[config.mk]
export PLATFORM = sky130hd
export DESIGN_NAME = dac_channel_wave_slew_config
export DESIGN_NICKNAME = d
export VERILOG_FILES = /design/src/logic/slew_interval_timer.v /design/src/logic/slew_step_engine.v /design/src/logic/dac_channel_wave_slew_config.v
export VERILOG_INCLUDE_DIRS = /design/src /design/src/logic
export SDC_FILE = /design/constraint.sdc
export NUM_CORES = 1
export LEC_CHECK = 0
export BUFFER_PORTS_ARGS = -buffer_cell sky130_fd_sc_hd__buf_4
export CAP_MARGIN = 20
export CORE_ASPECT_RATIO = 0.9
export CORE_MARGIN = 3
export CORE_UTILIZATION = 35
export CTS_CLUSTER_SIZE = 10
export DETAILED_ROUTE_END_ITERATION = 8
export HOLD_SLACK_MARGIN = 0.15
export PLACE_DENSITY = 0.55
export SLEW_MARGIN = 10
export SYNTH_ARGS = -nofsm -noshare
export SYNTH_HDL_FRONTEND = slang
export SYNTH_SLANG_ARGS = --single-unit
export TNS_END_PERCENT = 1
[constraint.sdc]
create_clock -name clk -period 13.8 [get_ports clk]
set_input_delay 4.14 -clock clk [delete_from_list [all_inputs] [get_ports clk]]
set_output_delay 4.14 -clock clk [all_outputs]
set_load 0.02 [all_outputs]
[src/logic/chan_cfg_defs.vh]
`ifndef CHAN_CFG_DEFS_VH
`define CHAN_CFG_DEFS_VH

// register byte offsets
`define REG_CFG      5'h00
`define REG_DATA     5'h04
`define REG_BCAST    5'h08
`define REG_MLOW     5'h0C
`define REG_MHIGH    5'h10
`define REG_CTRL     5'h14
`define REG_STAT     5'h18

// channel_function_config fields
`define CFG_RESET    16'h0000
`define CFG_CLR_SEL  15
`define CFG_DEFER    14
`define CFG_BCAST    13
`define CFG_PH_HI    12
`define CFG_PH_LO    11
`define CFG_WV_HI    10
`define CFG_WV_LO    8
`define CFG_LOG      7
`define CFG_STEP_HI  6
`define CFG_STEP_LO  4
`define CFG_RATE_HI  3
`define CFG_RATE_LO  0
`define CFG_FALL_HI  3
`define CFG_FALL_LO  1

// control register bits
`define CTRL_LOAD    0
`define CTRL_CLEAR   1
`define CTRL_HIGH    2
`define CTRL_RUN     3

// data field of data and broadcast writes
`define DATA_HI      15
`define DATA_LO      4

`define CODE_ZERO    12'h000
`define CODE_MID     12'h800

// waveform codes
`define WAVE_TRI     3'h0
`define WAVE_SAW     3'h1
`define WAVE_INV     3'h2
`define WAVE_SINE    3'h4
`define WAVE_OFF     3'h7

// step intervals in ns, index 1..15
`define CLK_NS       20
`define T_I1         4000
`define T_I2         8000
`define T_I3         12000
`define T_I4         18000
`define T_I5         27040
`define T_I6         40480
`define T_I7         60720
`define T_I8         91120
`define T_I9         136720
`define T_I10        239200
`define T_I11        418640
`define T_I12        732560
`define T_I13        1282000
`define T_I14        2563960
`define T_I15        5127920

`endif

[src/logic/slew_interval_timer.v]
`timescale 1ns/10ps
`include "chan_cfg_defs.vh"

module slew_interval_timer #(
    parameter integer CYCLE_NS = `CLK_NS
) (
    input  wire        clk,
    input  wire        srst,
    input  wire        ce,
    input  wire        run,
    input  wire        restart,
    input  wire [3:0]  rate,
    output wire        tick
);
    reg [17:0] reload;
    reg [17:0] cnt_reg;

    function [17:0] cyc;
        input integer t;
        integer c;
        begin
            c = t / CYCLE_NS;
            if (c < 1)
                c = 1;
            cyc = c[17:0];
        end
    endfunction

    // interval table
    always @*
    begin
        case (rate)
            4'h1: reload = cyc(`T_I1);
            4'h2: reload = cyc(`T_I2);
            4'h3: reload = cyc(`T_I3);
            4'h4: reload = cyc(`T_I4);
            4'h5: reload = cyc(`T_I5);
            4'h6: reload = cyc(`T_I6);
            4'h7: reload = cyc(`T_I7);
            4'h8: reload = cyc(`T_I8);
            4'h9: reload = cyc(`T_I9);
            4'hA: reload = cyc(`T_I10);
            4'hB: reload = cyc(`T_I11);
            4'hC: reload = cyc(`T_I12);
            4'hD: reload = cyc(`T_I13);
            4'hE: reload = cyc(`T_I14);
            4'hF: reload = cyc(`T_I15);
            default: reload = 18'h00001;
        endcase
    end

    assign tick = run & ~restart & (cnt_reg == 18'h00000);

    always @(posedge clk)
    begin
        if (srst)
            cnt_reg <= 18'h00000;
        else if (ce)
        begin
            if (restart | ~run | tick)
                cnt_reg <= reload - 18'h00001;
            else
                cnt_reg <= cnt_reg - 18'h00001;
        end
    end
endmodule // slew_interval_timer

[src/logic/slew_step_engine.v]
`timescale 1ns/10ps

module slew_step_engine (
    input  wire [11:0] code,
    input  wire [11:0] target,
    input  wire        log_mode,
    input  wire [2:0]  step_sel,
    output reg  [11:0] next_code
);
    reg  [12:0] delta;
    wire [12:0] sum  = {1'b0, code} + delta;
    wire        rise = target > code;

    always @*
    begin
        if (log_mode)
        begin
            // 1/32 of current code per step, at least one code
            delta = {6'h00, code[11:5]};
            if (delta == 13'h0000)
                delta = 13'h0001;
        end
        else
        begin
            case (step_sel)
                3'h0: delta = 13'h0001;
                3'h1: delta = 13'h0002;
                3'h2: delta = 13'h0003;
                3'h3: delta = 13'h0004;
                3'h4: delta = 13'h0006;
                3'h5: delta = 13'h0008;
                3'h6: delta = 13'h0010;
                default: delta = 13'h0020;
            endcase
        end
        if (rise)
            next_code = (sum > {1'b0, target}) ? target : sum[11:0];
        else if ({1'b0, code} < ({1'b0, target} + delta))
            next_code = target;
        else
            next_code = code - delta[11:0];
    end
endmodule // slew_step_engine

[src/logic/dac_channel_wave_slew_config.v]
// What this block does
// clear loads zero or mid scale
// immediate mode updates output after write
// deferred mode waits for load pin or bit
// broadcast writes only when accept bit set
// phase field picks waveform start phase
// waveform field picks shape or off
// geometric bit picks linear or log slew
// linear step field sets code increment
// linear interval field sets step period
// interval zero jumps; not for waveforms
// log rising steps grow by 1.03125
// log falling steps shrink by 0.96875
// log slew from zero starts at one
// rising interval field sets upward period
// falling interval field sets downward period
// direction chooses rising or falling interval
// load bit hits deferred channels, self-clears
// step timer reloads from interval table
// steps clamp at the target bound
`timescale 1ns/10ps
`include "chan_cfg_defs.vh"

module dac_channel_wave_slew_config #(
    parameter integer CYCLE_NS = `CLK_NS
) (
    input  wire        clk,
    input  wire        srst,
    input  wire        ce,
    input  wire [4:0]  address,
    input  wire        read,
    input  wire        write,
    input  wire [31:0] writedata,
    output wire [31:0] readdata,
    output wire        waitrequest,
    input  wire        load_trigger_n,
    input  wire        clear_req,
    output wire [11:0] dac_code,
    output wire        slew_busy
);
    localparam [1:0] ST_HOLD = 2'd0;
    localparam [1:0] ST_SLEW = 2'd1;
    localparam [1:0] ST_WAVE = 2'd2;

    reg  [15:0] cfg_reg;
    reg  [11:0] pend_reg;
    reg         pend_valid_reg;
    reg  [11:0] mlow_reg;
    reg  [11:0] mhigh_reg;
    reg         high_sel_reg;
    reg  [11:0] code_reg;
    reg  [11:0] target_reg;
    reg         rise_reg;
    reg  [1:0]  state_reg;
    reg         load_pin_reg;
    reg         ack_reg;
    reg  [31:0] rdata_reg;
    reg         restart_reg;
    reg  [31:0] rdata_next;
    reg  [3:0]  rate_sel;
    reg  [4:0]  phase_num;
    reg  [11:0] wave_start;
    reg         wave_rise;

    wire        wr_ok     = write & ack_reg;
    wire        log_mode  = cfg_reg[`CFG_LOG];
    wire        defer     = cfg_reg[`CFG_DEFER];
    wire [2:0]  wave_sel  = cfg_reg[`CFG_WV_HI:`CFG_WV_LO];
    wire [1:0]  phase_sel = cfg_reg[`CFG_PH_HI:`CFG_PH_LO];
    wire [2:0]  rise_sel  = cfg_reg[`CFG_STEP_HI:`CFG_STEP_LO];
    wire [2:0]  fall_sel  = cfg_reg[`CFG_FALL_HI:`CFG_FALL_LO];
    wire [3:0]  lin_rate  = cfg_reg[`CFG_RATE_HI:`CFG_RATE_LO];
    wire [11:0] wdata     = writedata[`DATA_HI:`DATA_LO];
    wire [11:0] span      = mhigh_reg - mlow_reg;
    wire [23:0] offset    = ({12'h000, span} * {19'h00000, phase_num} * 24'h0000AB) >> 11;
    wire        no_slew   = ~log_mode & (lin_rate == 4'h0);
    wire        wave_ok   = (wave_sel == `WAVE_TRI) | (wave_sel == `WAVE_SAW) |
                            (wave_sel == `WAVE_INV) | (wave_sel == `WAVE_SINE);
    wire        is_tri    = (wave_sel == `WAVE_TRI) | (wave_sel == `WAVE_SINE);
    wire        pin_fall  = load_pin_reg & ~load_trigger_n;
    wire        bit_load  = wr_ok & (address == `REG_CTRL) & writedata[`CTRL_LOAD];
    wire        do_load   = (pin_fall | bit_load) & defer & pend_valid_reg;
    wire        do_clear  = clear_req | (wr_ok & (address == `REG_CTRL) & writedata[`CTRL_CLEAR]);
    wire        data_wr   = wr_ok & ((address == `REG_DATA) |
                            ((address == `REG_BCAST) & cfg_reg[`CFG_BCAST]));
    wire        ctrl_wr   = wr_ok & (address == `REG_CTRL);
    wire        tick;
    wire [11:0] eng_next;
    wire [11:0] eng_target = (state_reg == ST_WAVE) ? (rise_reg ? mhigh_reg : mlow_reg) : target_reg;
    wire        going_up  = (state_reg == ST_WAVE) ? rise_reg : (target_reg > code_reg);

    assign waitrequest = (read | write) & ~(ack_reg & ce);
    assign readdata    = rdata_reg;
    assign dac_code    = code_reg;
    assign slew_busy   = state_reg != ST_HOLD;

    // step period select
    always @*
    begin
        if (log_mode)
            rate_sel = going_up ? {rise_sel, 1'b1} : {fall_sel, 1'b1};
        else
            rate_sel = lin_rate;
    end

    // waveform start point
    always @*
    begin
        case (phase_sel)
            2'h0: phase_num = 5'd0;
            2'h1: phase_num = 5'd4;
            2'h2: phase_num = 5'd8;
            default: phase_num = 5'd3;
        endcase
        wave_rise = 1'b1;
        if (is_tri)
        begin
            if (phase_num < 5'd6)
                phase_num = {phase_num[3:0], 1'b0};
            else
            begin
                phase_num = 5'd24 - {phase_num[3:0], 1'b0};
                wave_rise = 1'b0;
            end
        end
        if (wave_sel == `WAVE_INV)
        begin
            wave_start = mhigh_reg - offset[11:0];
            wave_rise  = 1'b0;
        end
        else
            wave_start = mlow_reg + offset[11:0];
    end

    // register read mux
    always @*
    begin
        case (address)
            `REG_CFG:   rdata_next = {16'h0000, cfg_reg};
            `REG_DATA:  rdata_next = {16'h0000, pend_reg, 4'h0};
            `REG_MLOW:  rdata_next = {16'h0000, mlow_reg, 4'h0};
            `REG_MHIGH: rdata_next = {16'h0000, mhigh_reg, 4'h0};
            `REG_CTRL:  rdata_next = {28'h0000000, state_reg == ST_WAVE, high_sel_reg, 2'h0};
            `REG_STAT:  rdata_next = {16'h0000, rise_reg, state_reg, pend_valid_reg, code_reg};
            default:    rdata_next = 32'h00000000;
        endcase
    end

    slew_interval_timer #(
        .CYCLE_NS (CYCLE_NS)
    ) u_timer (
        .clk     (clk),
        .srst    (srst),
        .ce      (ce),
        .run     (state_reg != ST_HOLD),
        .restart (restart_reg),
        .rate    (rate_sel),
        .tick    (tick)
    );

    slew_step_engine u_engine (
        .code      (code_reg),
        .target    (eng_target),
        .log_mode  (log_mode),
        .step_sel  (rise_sel),
        .next_code (eng_next)
    );

    // bus handshake
    always @(posedge clk)
    begin
        if (srst)
        begin
            ack_reg   <= 1'b0;
            rdata_reg <= 32'h00000000;
        end
        else if (ce)
        begin
            ack_reg <= (read | write) & ~ack_reg;
            if (read & ~ack_reg)
                rdata_reg <= rdata_next;
        end
    end

    // configuration and bounds
    always @(posedge clk)
    begin
        if (srst)
        begin
            cfg_reg      <= `CFG_RESET;
            mlow_reg     <= `CODE_ZERO;
            mhigh_reg    <= `CODE_ZERO;
            load_pin_reg <= 1'b1;
        end
        else if (ce)
        begin
            load_pin_reg <= load_trigger_n;
            if (wr_ok & (address == `REG_CFG))
                cfg_reg <= writedata[15:0];
            if (wr_ok & (address == `REG_MLOW))
                mlow_reg <= wdata;
            if (wr_ok & (address == `REG_MHIGH))
                mhigh_reg <= wdata;
        end
    end

    // output sequencing
    always @(posedge clk)
    begin
        if (srst)
        begin
            code_reg       <= `CODE_ZERO;
            target_reg     <= `CODE_ZERO;
            pend_reg       <= `CODE_ZERO;
            pend_valid_reg <= 1'b0;
            high_sel_reg   <= 1'b0;
            rise_reg       <= 1'b1;
            state_reg      <= ST_HOLD;
            restart_reg    <= 1'b0;
        end
        else if (ce)
        begin
            restart_reg <= 1'b0;
            if (do_load)
            begin
                code_reg       <= pend_reg;
                pend_valid_reg <= 1'b0;
                state_reg      <= ST_HOLD;
            end
            if (data_wr)
            begin
                if (defer)
                begin
                    pend_reg       <= wdata;
                    pend_valid_reg <= 1'b1;
                end
                else
                begin
                    code_reg  <= wdata;
                    state_reg <= ST_HOLD;
                end
            end
            if (ctrl_wr)
            begin
                high_sel_reg <= writedata[`CTRL_HIGH];
                if (writedata[`CTRL_RUN] & wave_ok & ~no_slew)
                begin
                    code_reg    <= wave_start;
                    rise_reg    <= wave_rise;
                    state_reg   <= ST_WAVE;
                    restart_reg <= 1'b1;
                end
                else if (~writedata[`CTRL_RUN] & (state_reg == ST_WAVE))
                    state_reg <= ST_HOLD;
                else if (writedata[`CTRL_HIGH] != high_sel_reg)
                begin
                    target_reg <= writedata[`CTRL_HIGH] ? mhigh_reg : mlow_reg;
                    if (no_slew)
                    begin
                        code_reg  <= writedata[`CTRL_HIGH] ? mhigh_reg : mlow_reg;
                        state_reg <= ST_HOLD;
                    end
                    else
                    begin
                        if (log_mode & (code_reg == `CODE_ZERO))
                            code_reg <= 12'h001;
                        state_reg   <= ST_SLEW;
                        restart_reg <= 1'b1;
                    end
                end
            end
            if (tick & ~data_wr & ~do_load & ~ctrl_wr)
            begin
                case (state_reg)
                    ST_SLEW:
                    begin
                        code_reg <= eng_next;
                        if (eng_next == target_reg)
                            state_reg <= ST_HOLD;
                    end
                    ST_WAVE:
                    begin
                        if ((wave_sel == `WAVE_SAW) & (code_reg == mhigh_reg))
                            code_reg <= mlow_reg;
                        else if ((wave_sel == `WAVE_INV) & (code_reg == mlow_reg))
                            code_reg <= mhigh_reg;
                        else if (is_tri & (code_reg == eng_target))
                            rise_reg <= ~rise_reg;
                        else
                            code_reg <= eng_next;
                    end
                    default:
                        state_reg <= ST_HOLD;
                endcase
            end
            if (do_clear)
            begin
                code_reg  <= cfg_reg[`CFG_CLR_SEL] ? `CODE_MID : `CODE_ZERO;
                state_reg <= ST_HOLD;
            end
        end
    end
endmodule // dac_channel_wave_slew_config

# Word-level counts from Yosys, hierarchy flattened
# Memory sizes are Yosys's and may differ from the RTL's.
# Cells that the tools add are included.
[totals] elab_cells=189 regBits=134 output_inout_bits=46 memories=1 romBits=288 in_bits=44
[memory_table] memory="(no name shown)" words=16 width=18 rd=1 rd_ports_with_merged_regs=0 write_ports=0 line="slew_interval_timer.v:32" source="case (rate)"
[op_classes] eq_ne=24 n_bitwise=53 n_mux=64 n_addsub=9 n_lt_le_gt_ge=5 multipliers=2 n_reduce_logical=16
[ops] op="2-to-1 mux 12 bit" count=22
[ops] op="case mux 16 bit (6 select lines)" count=1
[ops] op="== test 12 bit" count=4
[ops] op="case mux 6 bit (7 select lines)" count=1
[ops] op="subtractor 12 bit" count=3
[ops] op="subtractor 18 x 1 -> 18 bit (second input constant)" count=2
[ops] op="AND 1 bit" count=29
[ops] op="adder 12 x 13 -> 13 bit" count=2
[ops] op="greater-than comparator 12 bit" count=2
[ops] op="case mux 12 bit (2 select lines)" count=1
[ops] op="multiplier 17 x 8 -> 23 bit (second input constant)" count=1
[ops] op="2-to-1 mux 1 bit" count=20
[ops] op="2-to-1 mux 2 bit" count=10
[ops] op="zero test 18 bit" count=1
[ops] op="2-to-1 mux 18 bit" count=1
[ops] op="multiplier 12 x 5 -> 17 bit" count=1
[ops] op="== test 5 bit (second input constant)" count=3
[ops] op="NOT 1 bit" count=14
[ops] op="greater-than comparator 13 x 12 -> 1 bit" count=1
[ops] op="< comparator 12 x 13 -> 1 bit" count=1
[ops] op="2-to-1 mux 13 bit" count=1
[ops] op="adder 12 bit" count=1
[ops] op="== test 3 bit (second input constant)" count=4
[ops] op="zero test 12 bit" count=1
[ops] op="other kinds (24)" count=46

# Longest topological paths before layout
[depth] word_depth=21 depth_mapped=50 ltp_nobuf=49

# Modules after synthesis
# A second synthesis with hierarchy kept.
[unflattened] hier_cells=2222 area_unflattened_um2=16888.7
[by_module_without_submodules] module="dac_channel_wave_slew_config" area_each_um2=12858.6 seq_area_each_um2=2001.9 cells_per_inst=1670 n_inst=1
[by_module_without_submodules] module="slew_step_engine" area_each_um2=2277.2 seq_area_each_um2=0.0 cells_per_inst=306 n_inst=1
[by_module_without_submodules] module="slew_interval_timer" area_each_um2=1752.9 seq_area_each_um2=360.3 cells_per_inst=246 n_inst=1

# Worst setup path after synthesis
# Ideal clock, no wire load.
[synth_path] path_type="flip-flop to flip-flop" startpoint="register mlow_reg[1]" endpoint="register code_reg[11], in the netlist dac_code[11]" n_path_buf=0 period_less_slack_ns=10.183 path_slack_ns=3.617 setup_ns=0.069 t_arrival_ns=10.114 path_stages_with_launch=49 required_ns=13.731 cell_sequence="dfxtp_1 inv_1 ha_1 nor2b_1 o21ai_0 a21boi_0 o21ai_0 a21boi_0 o21ai_0 a21boi_0 o21ai_0 nand2b_1 xnor2_1 nor2_1 fa_1 inv_1 fa_1 fa_1 [13 not listed] inv_1 ha_1 and4_1 o41a_1 o21ai_1 a21boi_0 a21oi_1 inv_1 ha_1 nand3_1 nand2_1 a41o_1 o41ai_1 xor2_1 mux2i_1 xnor2_1 xnor3_1 o21ai_1"
[synth_between] elab_chain_len=13 elab_cells_between_ends=27 cone_classes="4 x add/sub; 2 x mul; 3 x order compare; 2 x eq/ne; 14 x mux; 2 x bitwise"
[synth_rtl] item="from (decl)" line="dac_channel_wave_slew_config.v:48" source="reg [11:0] mlow_reg;"
[synth_rtl] item="from (signal assigned)" line="dac_channel_wave_slew_config.v:191" source="mlow_reg <= `CODE_ZERO;"
[synth_rtl] item="from (signal assigned)" line="dac_channel_wave_slew_config.v:201" source="mlow_reg <= wdata;"
[synth_rtl] item="subtractor 12 bit" line="dac_channel_wave_slew_config.v:74" source="wire [11:0] span = mhigh_reg - mlow_reg;"
[synth_rtl] item="multiplier 12 x 5 -> 17 bit" line="dac_channel_wave_slew_config.v:75" source="wire [23:0] offset = ({12'h000, span} * {19'h00000, phase_num} * 24'h0000AB) >> 11;"
[synth_rtl] item="multiplier 17 x 8 -> 23 bit" line="dac_channel_wave_slew_config.v:75"
[synth_rtl] item="adder 12 bit / subtractor 12 bit (equally long branches)" line="dac_channel_wave_slew_config.v:132, dac_channel_wave_slew_config.v:128"
[synth_rtl] item="2-to-1 mux 12 bit" line="dac_channel_wave_slew_config.v:126" source="if (wave_sel == `WAVE_INV)"
[synth_rtl] item="2-to-1 mux 12 bit" line="dac_channel_wave_slew_config.v:246" source="if (writedata[`CTRL_RUN] & wave_ok & ~no_slew)"
[synth_rtl] item="2-to-1 mux 12 bit" line="dac_channel_wave_slew_config.v:243" source="if (ctrl_wr)"
[synth_rtl] item="2-to-1 mux 12 bit" line="dac_channel_wave_slew_config.v:287" source="else if (is_tri & (code_reg == eng_target))"
[synth_rtl] item="2-to-1 mux 12 bit" line="dac_channel_wave_slew_config.v:285" source="else if ((wave_sel == `WAVE_INV) & (code_reg == mlow_reg))"
[synth_rtl] item="2-to-1 mux 12 bit" line="dac_channel_wave_slew_config.v:283" source="if ((wave_sel == `WAVE_SAW) & (code_reg == mhigh_reg))"
[synth_rtl] item="case mux 12 bit (2 select lines)" line="dac_channel_wave_slew_config.v:274" source="case (state_reg)"
[synth_rtl] item="2-to-1 mux 12 bit *" line="dac_channel_wave_slew_config.v:272" source="if (tick & ~data_wr & ~do_load & ~ctrl_wr)"
[synth_rtl] item="2-to-1 mux 12 bit *" line="dac_channel_wave_slew_config.v:296" source="if (do_clear)"
[synth_rtl] item="to (signal assigned)" line="dac_channel_wave_slew_config.v:277" source="code_reg <= eng_next;"
[synth_rtl] item="to (signal assigned)" line="dac_channel_wave_slew_config.v:284" source="code_reg <= mlow_reg;"
[synth_rtl] item="to (signal assigned)" line="dac_channel_wave_slew_config.v:298" source="code_reg <= cfg_reg[`CFG_CLR_SEL] ? `CODE_MID : `CODE_ZERO;"
[synth_rtl] item="to (decl)" line="dac_channel_wave_slew_config.v:51" source="reg [11:0] code_reg;"
# Every way passes the cells marked *; elsewhere a longest branch is shown, timed or not.
# A chain may end at the register's enable or synchronous reset.

# Worst setup path after layout
# Ends and elaborated chain as after synthesis.

==> impl_metrics.py <==
metrics = {
    "run_status": {
        "outcome": "finished clean",
    },
    "timing": {
        "tightestPinTransition_ps": 1120,
        "setup_ws_ps": 1890,
        "finalCriticalPeriod_ps": 11910,
        "fin_skew_ps": 11.8,
        "relSlewSlack_pct": 25.5,
        "fin_crit_sh_pct": 86.3,
        "hold_ws_ps": 474,
        "fmax_mhz": 84.0,
        "rsz0062_at_grt": "no",
        "drv_slew": 0,
        "finalHoldViolCount": 0,
        "fin_setup_tns_ps": 0,
        "finalSetupViolations": 0,
    },
    "clock_tree": {
        "clock_latency_ps": 430,
        "postCtsSetupRepairBufs": 0,
        "h-tree-depth": 4,
        "numCtsBuffers": 17,
        "cts_sinks": 118,
        "cts_root_buf": "clkbuf_16",
        "clkTransAtPathRegs_ps": 60,
        "hold_buffers": 0,
        "cts_resized": 0,
        "clock_path_buffers": 2,
        "tritoncts": "yes",
    },
    "drt": {
        "drtAntennaViolNets": 0,
        "drtIter0Drc": 1441,
        "drt_wl_total_um": 60500,
        "route.detailed.drc": 0,
        "firstDrtPassIters": 7,
        "vias": 16265,
        "wl_per_cell_um": 21.3,
        "viasPerCell": 5.73,
    },
    "placed_design": {
        "gp_congestion": 0.966,
        "pre_cts_ws_ps": 1850,
        "port_buffers": 57,
        "dpl.hpwl_um": 46600,
    },
    "worst_setup_path": {
        "criticalPathCategory": "flip-flop to flip-flop",
        "rr_worst_depth": 48,
        "path_common_cell": "inv_1",
        "rr_startpoint": "mlow_reg[1]",
        "crit_start": "mlow_reg[1]",
        "critPathMaxFanout": 7,
        "crit_path_max_incr_delay_ps": 600,
        "r2r-end": "dac_code[11]",
        "critPathCaptureType": "flip-flop",
        "slowest_stage": "dfxtp_1",
        "cp.arrival_ps": 12270,
        "worstPathRequired_ps": 14160,
        "r2r_slack_ps": 1890,
        "cp-start-kind": "flip-flop",
    },
    "job": {
        "cap_violations": 0,
    },
    "worst_hold_path": {
        "hp-class": "flip-flop to flip-flop",
        "hold_end": "u_timer.cnt_reg[17]",
        "hold_depth": 2,
        "min-delay-start": "u_timer.cnt_reg[17]",
    },
    "floorplan": {
        "die_h_um": 212,
        "dieArea_sq_mm": 0.0497,
        "io_pins": 90,
        "rows": 74,
        "die-width_um": 235,
        "start_util_pct": 35.9,
        "core-area_sq_mm": 0.0459,
    },
    "yosys": {
        "synth_seq_area_share_pct": 14.3,
        "ys.flop_type": "dfxtp_1",
        "yosys_warnings": 0,
        "synth-edff-count": 0,
        "synthesis.area_sq_mm": 0.0165,
        "async_flop_share_pct": 0,
        "ys_ff_latch": 118,
        "synthCells": 2205,
        "syn_avg_cell_area_sq_um": 7.47,
        "ys_types": 100,
    },
    "global_routing": {
        "grt-ovfl-total": 0,
        "grt_pass1_vias": 15626,
        "grt_max_degree": 58,
        "grt_pass1_wl_um": 92900,
        "grt_antenna_before_repair": 0,
        "grt_util_all_layers_pct": 23.6,
    },
    "finish": {
        "fin_util_pct": 39.4,
        "multi_input_area_sq_mm": 0.0128,
        "num_antenna_cells": 0,
        "register_area_sq_mm": 0.00236,
        "fillers": 4814,
        "synthToLayoutAreaGrowth_pct": 9.80,
        "largest_register_ffs": 18,
        "drive_gt1_share_pct": 8.30,
        "final_nets": 2535,
    },
    "pwr": {
        "peakVddDrop_mv": 0.0647,
        "leakage_nw": 7.82,
        "p_per_area_mw_per_mm2": 48.0,
    },
}
## power breakdown
part	leakage (nW)	total [W]	internal, W	switching [W]
Clock	0.278	0.000432	0.000248	0.000184
Combinational	6.59	0.0000898	0.0000283	0.0000615
Sequential	0.952	0.000346	0.000342	0.00000316
Total	7.82	0.000867	0.000619	0.000248
## synth_stat cells, drive strengths merged, types with 11 or more instances
cell / instances / area share, %
nand3: 47 / 1.4
mux2i: 53 / 3.2
nor3: 44 / 1.4
nand2b: 19 / 0.72
o21ai: 115 / 3.7
dfxtp: 118 / 14
a21oi: 185 / 5.8
a21boi: 12 / 0.57
a21o: 25 / 1.2
ha: 202 / 15
a222oi: 13 / 0.79
nor4: 19 / 0.80
a31oi: 19 / 0.76
xnor2: 78 / 4.1
o21a: 15 / 0.69
o22ai: 11 / 0.42
a22oi: 24 / 1.1
or2: 11 / 0.42
buf: 34 / 1.3
o211ai: 20 / 0.94
clkbuf: 88 / 2.0
nand2: 228 / 5.2
a211oi: 25 / 1.1
o21bai: 16 / 0.73
and2: 12 / 0.46
nand4: 16 / 0.65
inv: 227 / 5.2
xor2: 36 / 1.9
nor2: 238 / 5.4
fa: 72 / 8.8
nor2b: 22 / 0.84
or3: 13 / 0.49
## layer usage
layer / track usage, % / vias up / share of wire, %
li1: - / 7700 / -
met1: 31.0 / 7825 / 44
met2: 39.2 / 600 / 46
met3: 2.42 / 140 / 5.8
met4: 10.6 / 0 / 4.3
met5: 0 / - / 0
## worst max-delay path by stage
stage,slack (ps),cells past startpoint,endpoint
2_1_floorplan,3620,48,dac_code[11]
3_3_place_gp,2050,46,dac_code[11]
3_5_place_dp,1850,46,dac_code[11]
4_1_cts,1810,46,dac_code[11]
5_1_grt,920,46,dac_code[11]
6_report,1890,48,dac_code[11]
## worst max-delay path, delay by kind of cell (launching register included)
kind                     cells  cell delay (ps)
flip-flops                   1              600
AND/OR/NAND/NOR              7             1050
AO/OA/AOI/OAI               18             3620
multiplexers                 1              110
XOR/XNOR                     5             1540
adder cells (fa/ha/maj)     10             4230
buffers and inverters        7              670
## through the flow
stage / power, W / cell area (sq um) / cells
after detailed placement: 0.000440 / 17500 / 2803
final: 0.000867 / 18100 / 2838
after global placement: 0.000440 / 17500 / 2803
after floorplan: 0.000410 / 16500 / 2220
after CTS: 0.000869 / 18100 / 2835
after global routing: 0.000890 / 18100 / 2838
## layout by cell type, fill, tap and decap left out, drive strengths merged, types with 10 or more instances in the layout
cell and count:
a211oi 25, o22ai 11, or2 11, nor3 44, xor2 36, a21oi 185
nor4 19, or3 13, buf 100, inv 231, nand2b 19, conb 16
a31oi 19, a222oi 13, dfxtp 118, mux2i 53, nand4 16, and2 12
and3 10, nand2 228, a21boi 12, a22oi 24, a221oi 10, o211ai 20
xnor2 78, o21bai 16, clkinv 12, clkbuf 17, nor2b 22, o21a 15
nor2 238, o21ai 115, nand3 47, fa 72, ha 202, a21o 25
## logic make-up (layout without fill, tap and decap cells)
family                     count (synthesis)  count (layout)  share of synthesized area (%)
AOI/OAI and AO/OA                        573             573                           23.2
xor gates and xnor gates                 115             115                           6.20
adders and majority gates                274             274                           24.1
buffers and inverters                    352             362                           8.54
DFF                                      118             118                           14.3
muxes                                     58              58                           3.59
other                                      1              16                         0.0228
and+or+nand+nor                          714             714                           20.0
## final cells by class
type	count	share of cell area, %
inverter	230	4.77
tap	608	4.21
timing repair buffer	100	4.19
multi-input combinational	1750	70.7
clock inverter	15	0.713
sequential	118	13.1
clock buffer	17	2.35
(Power assumes the default switching activity.)
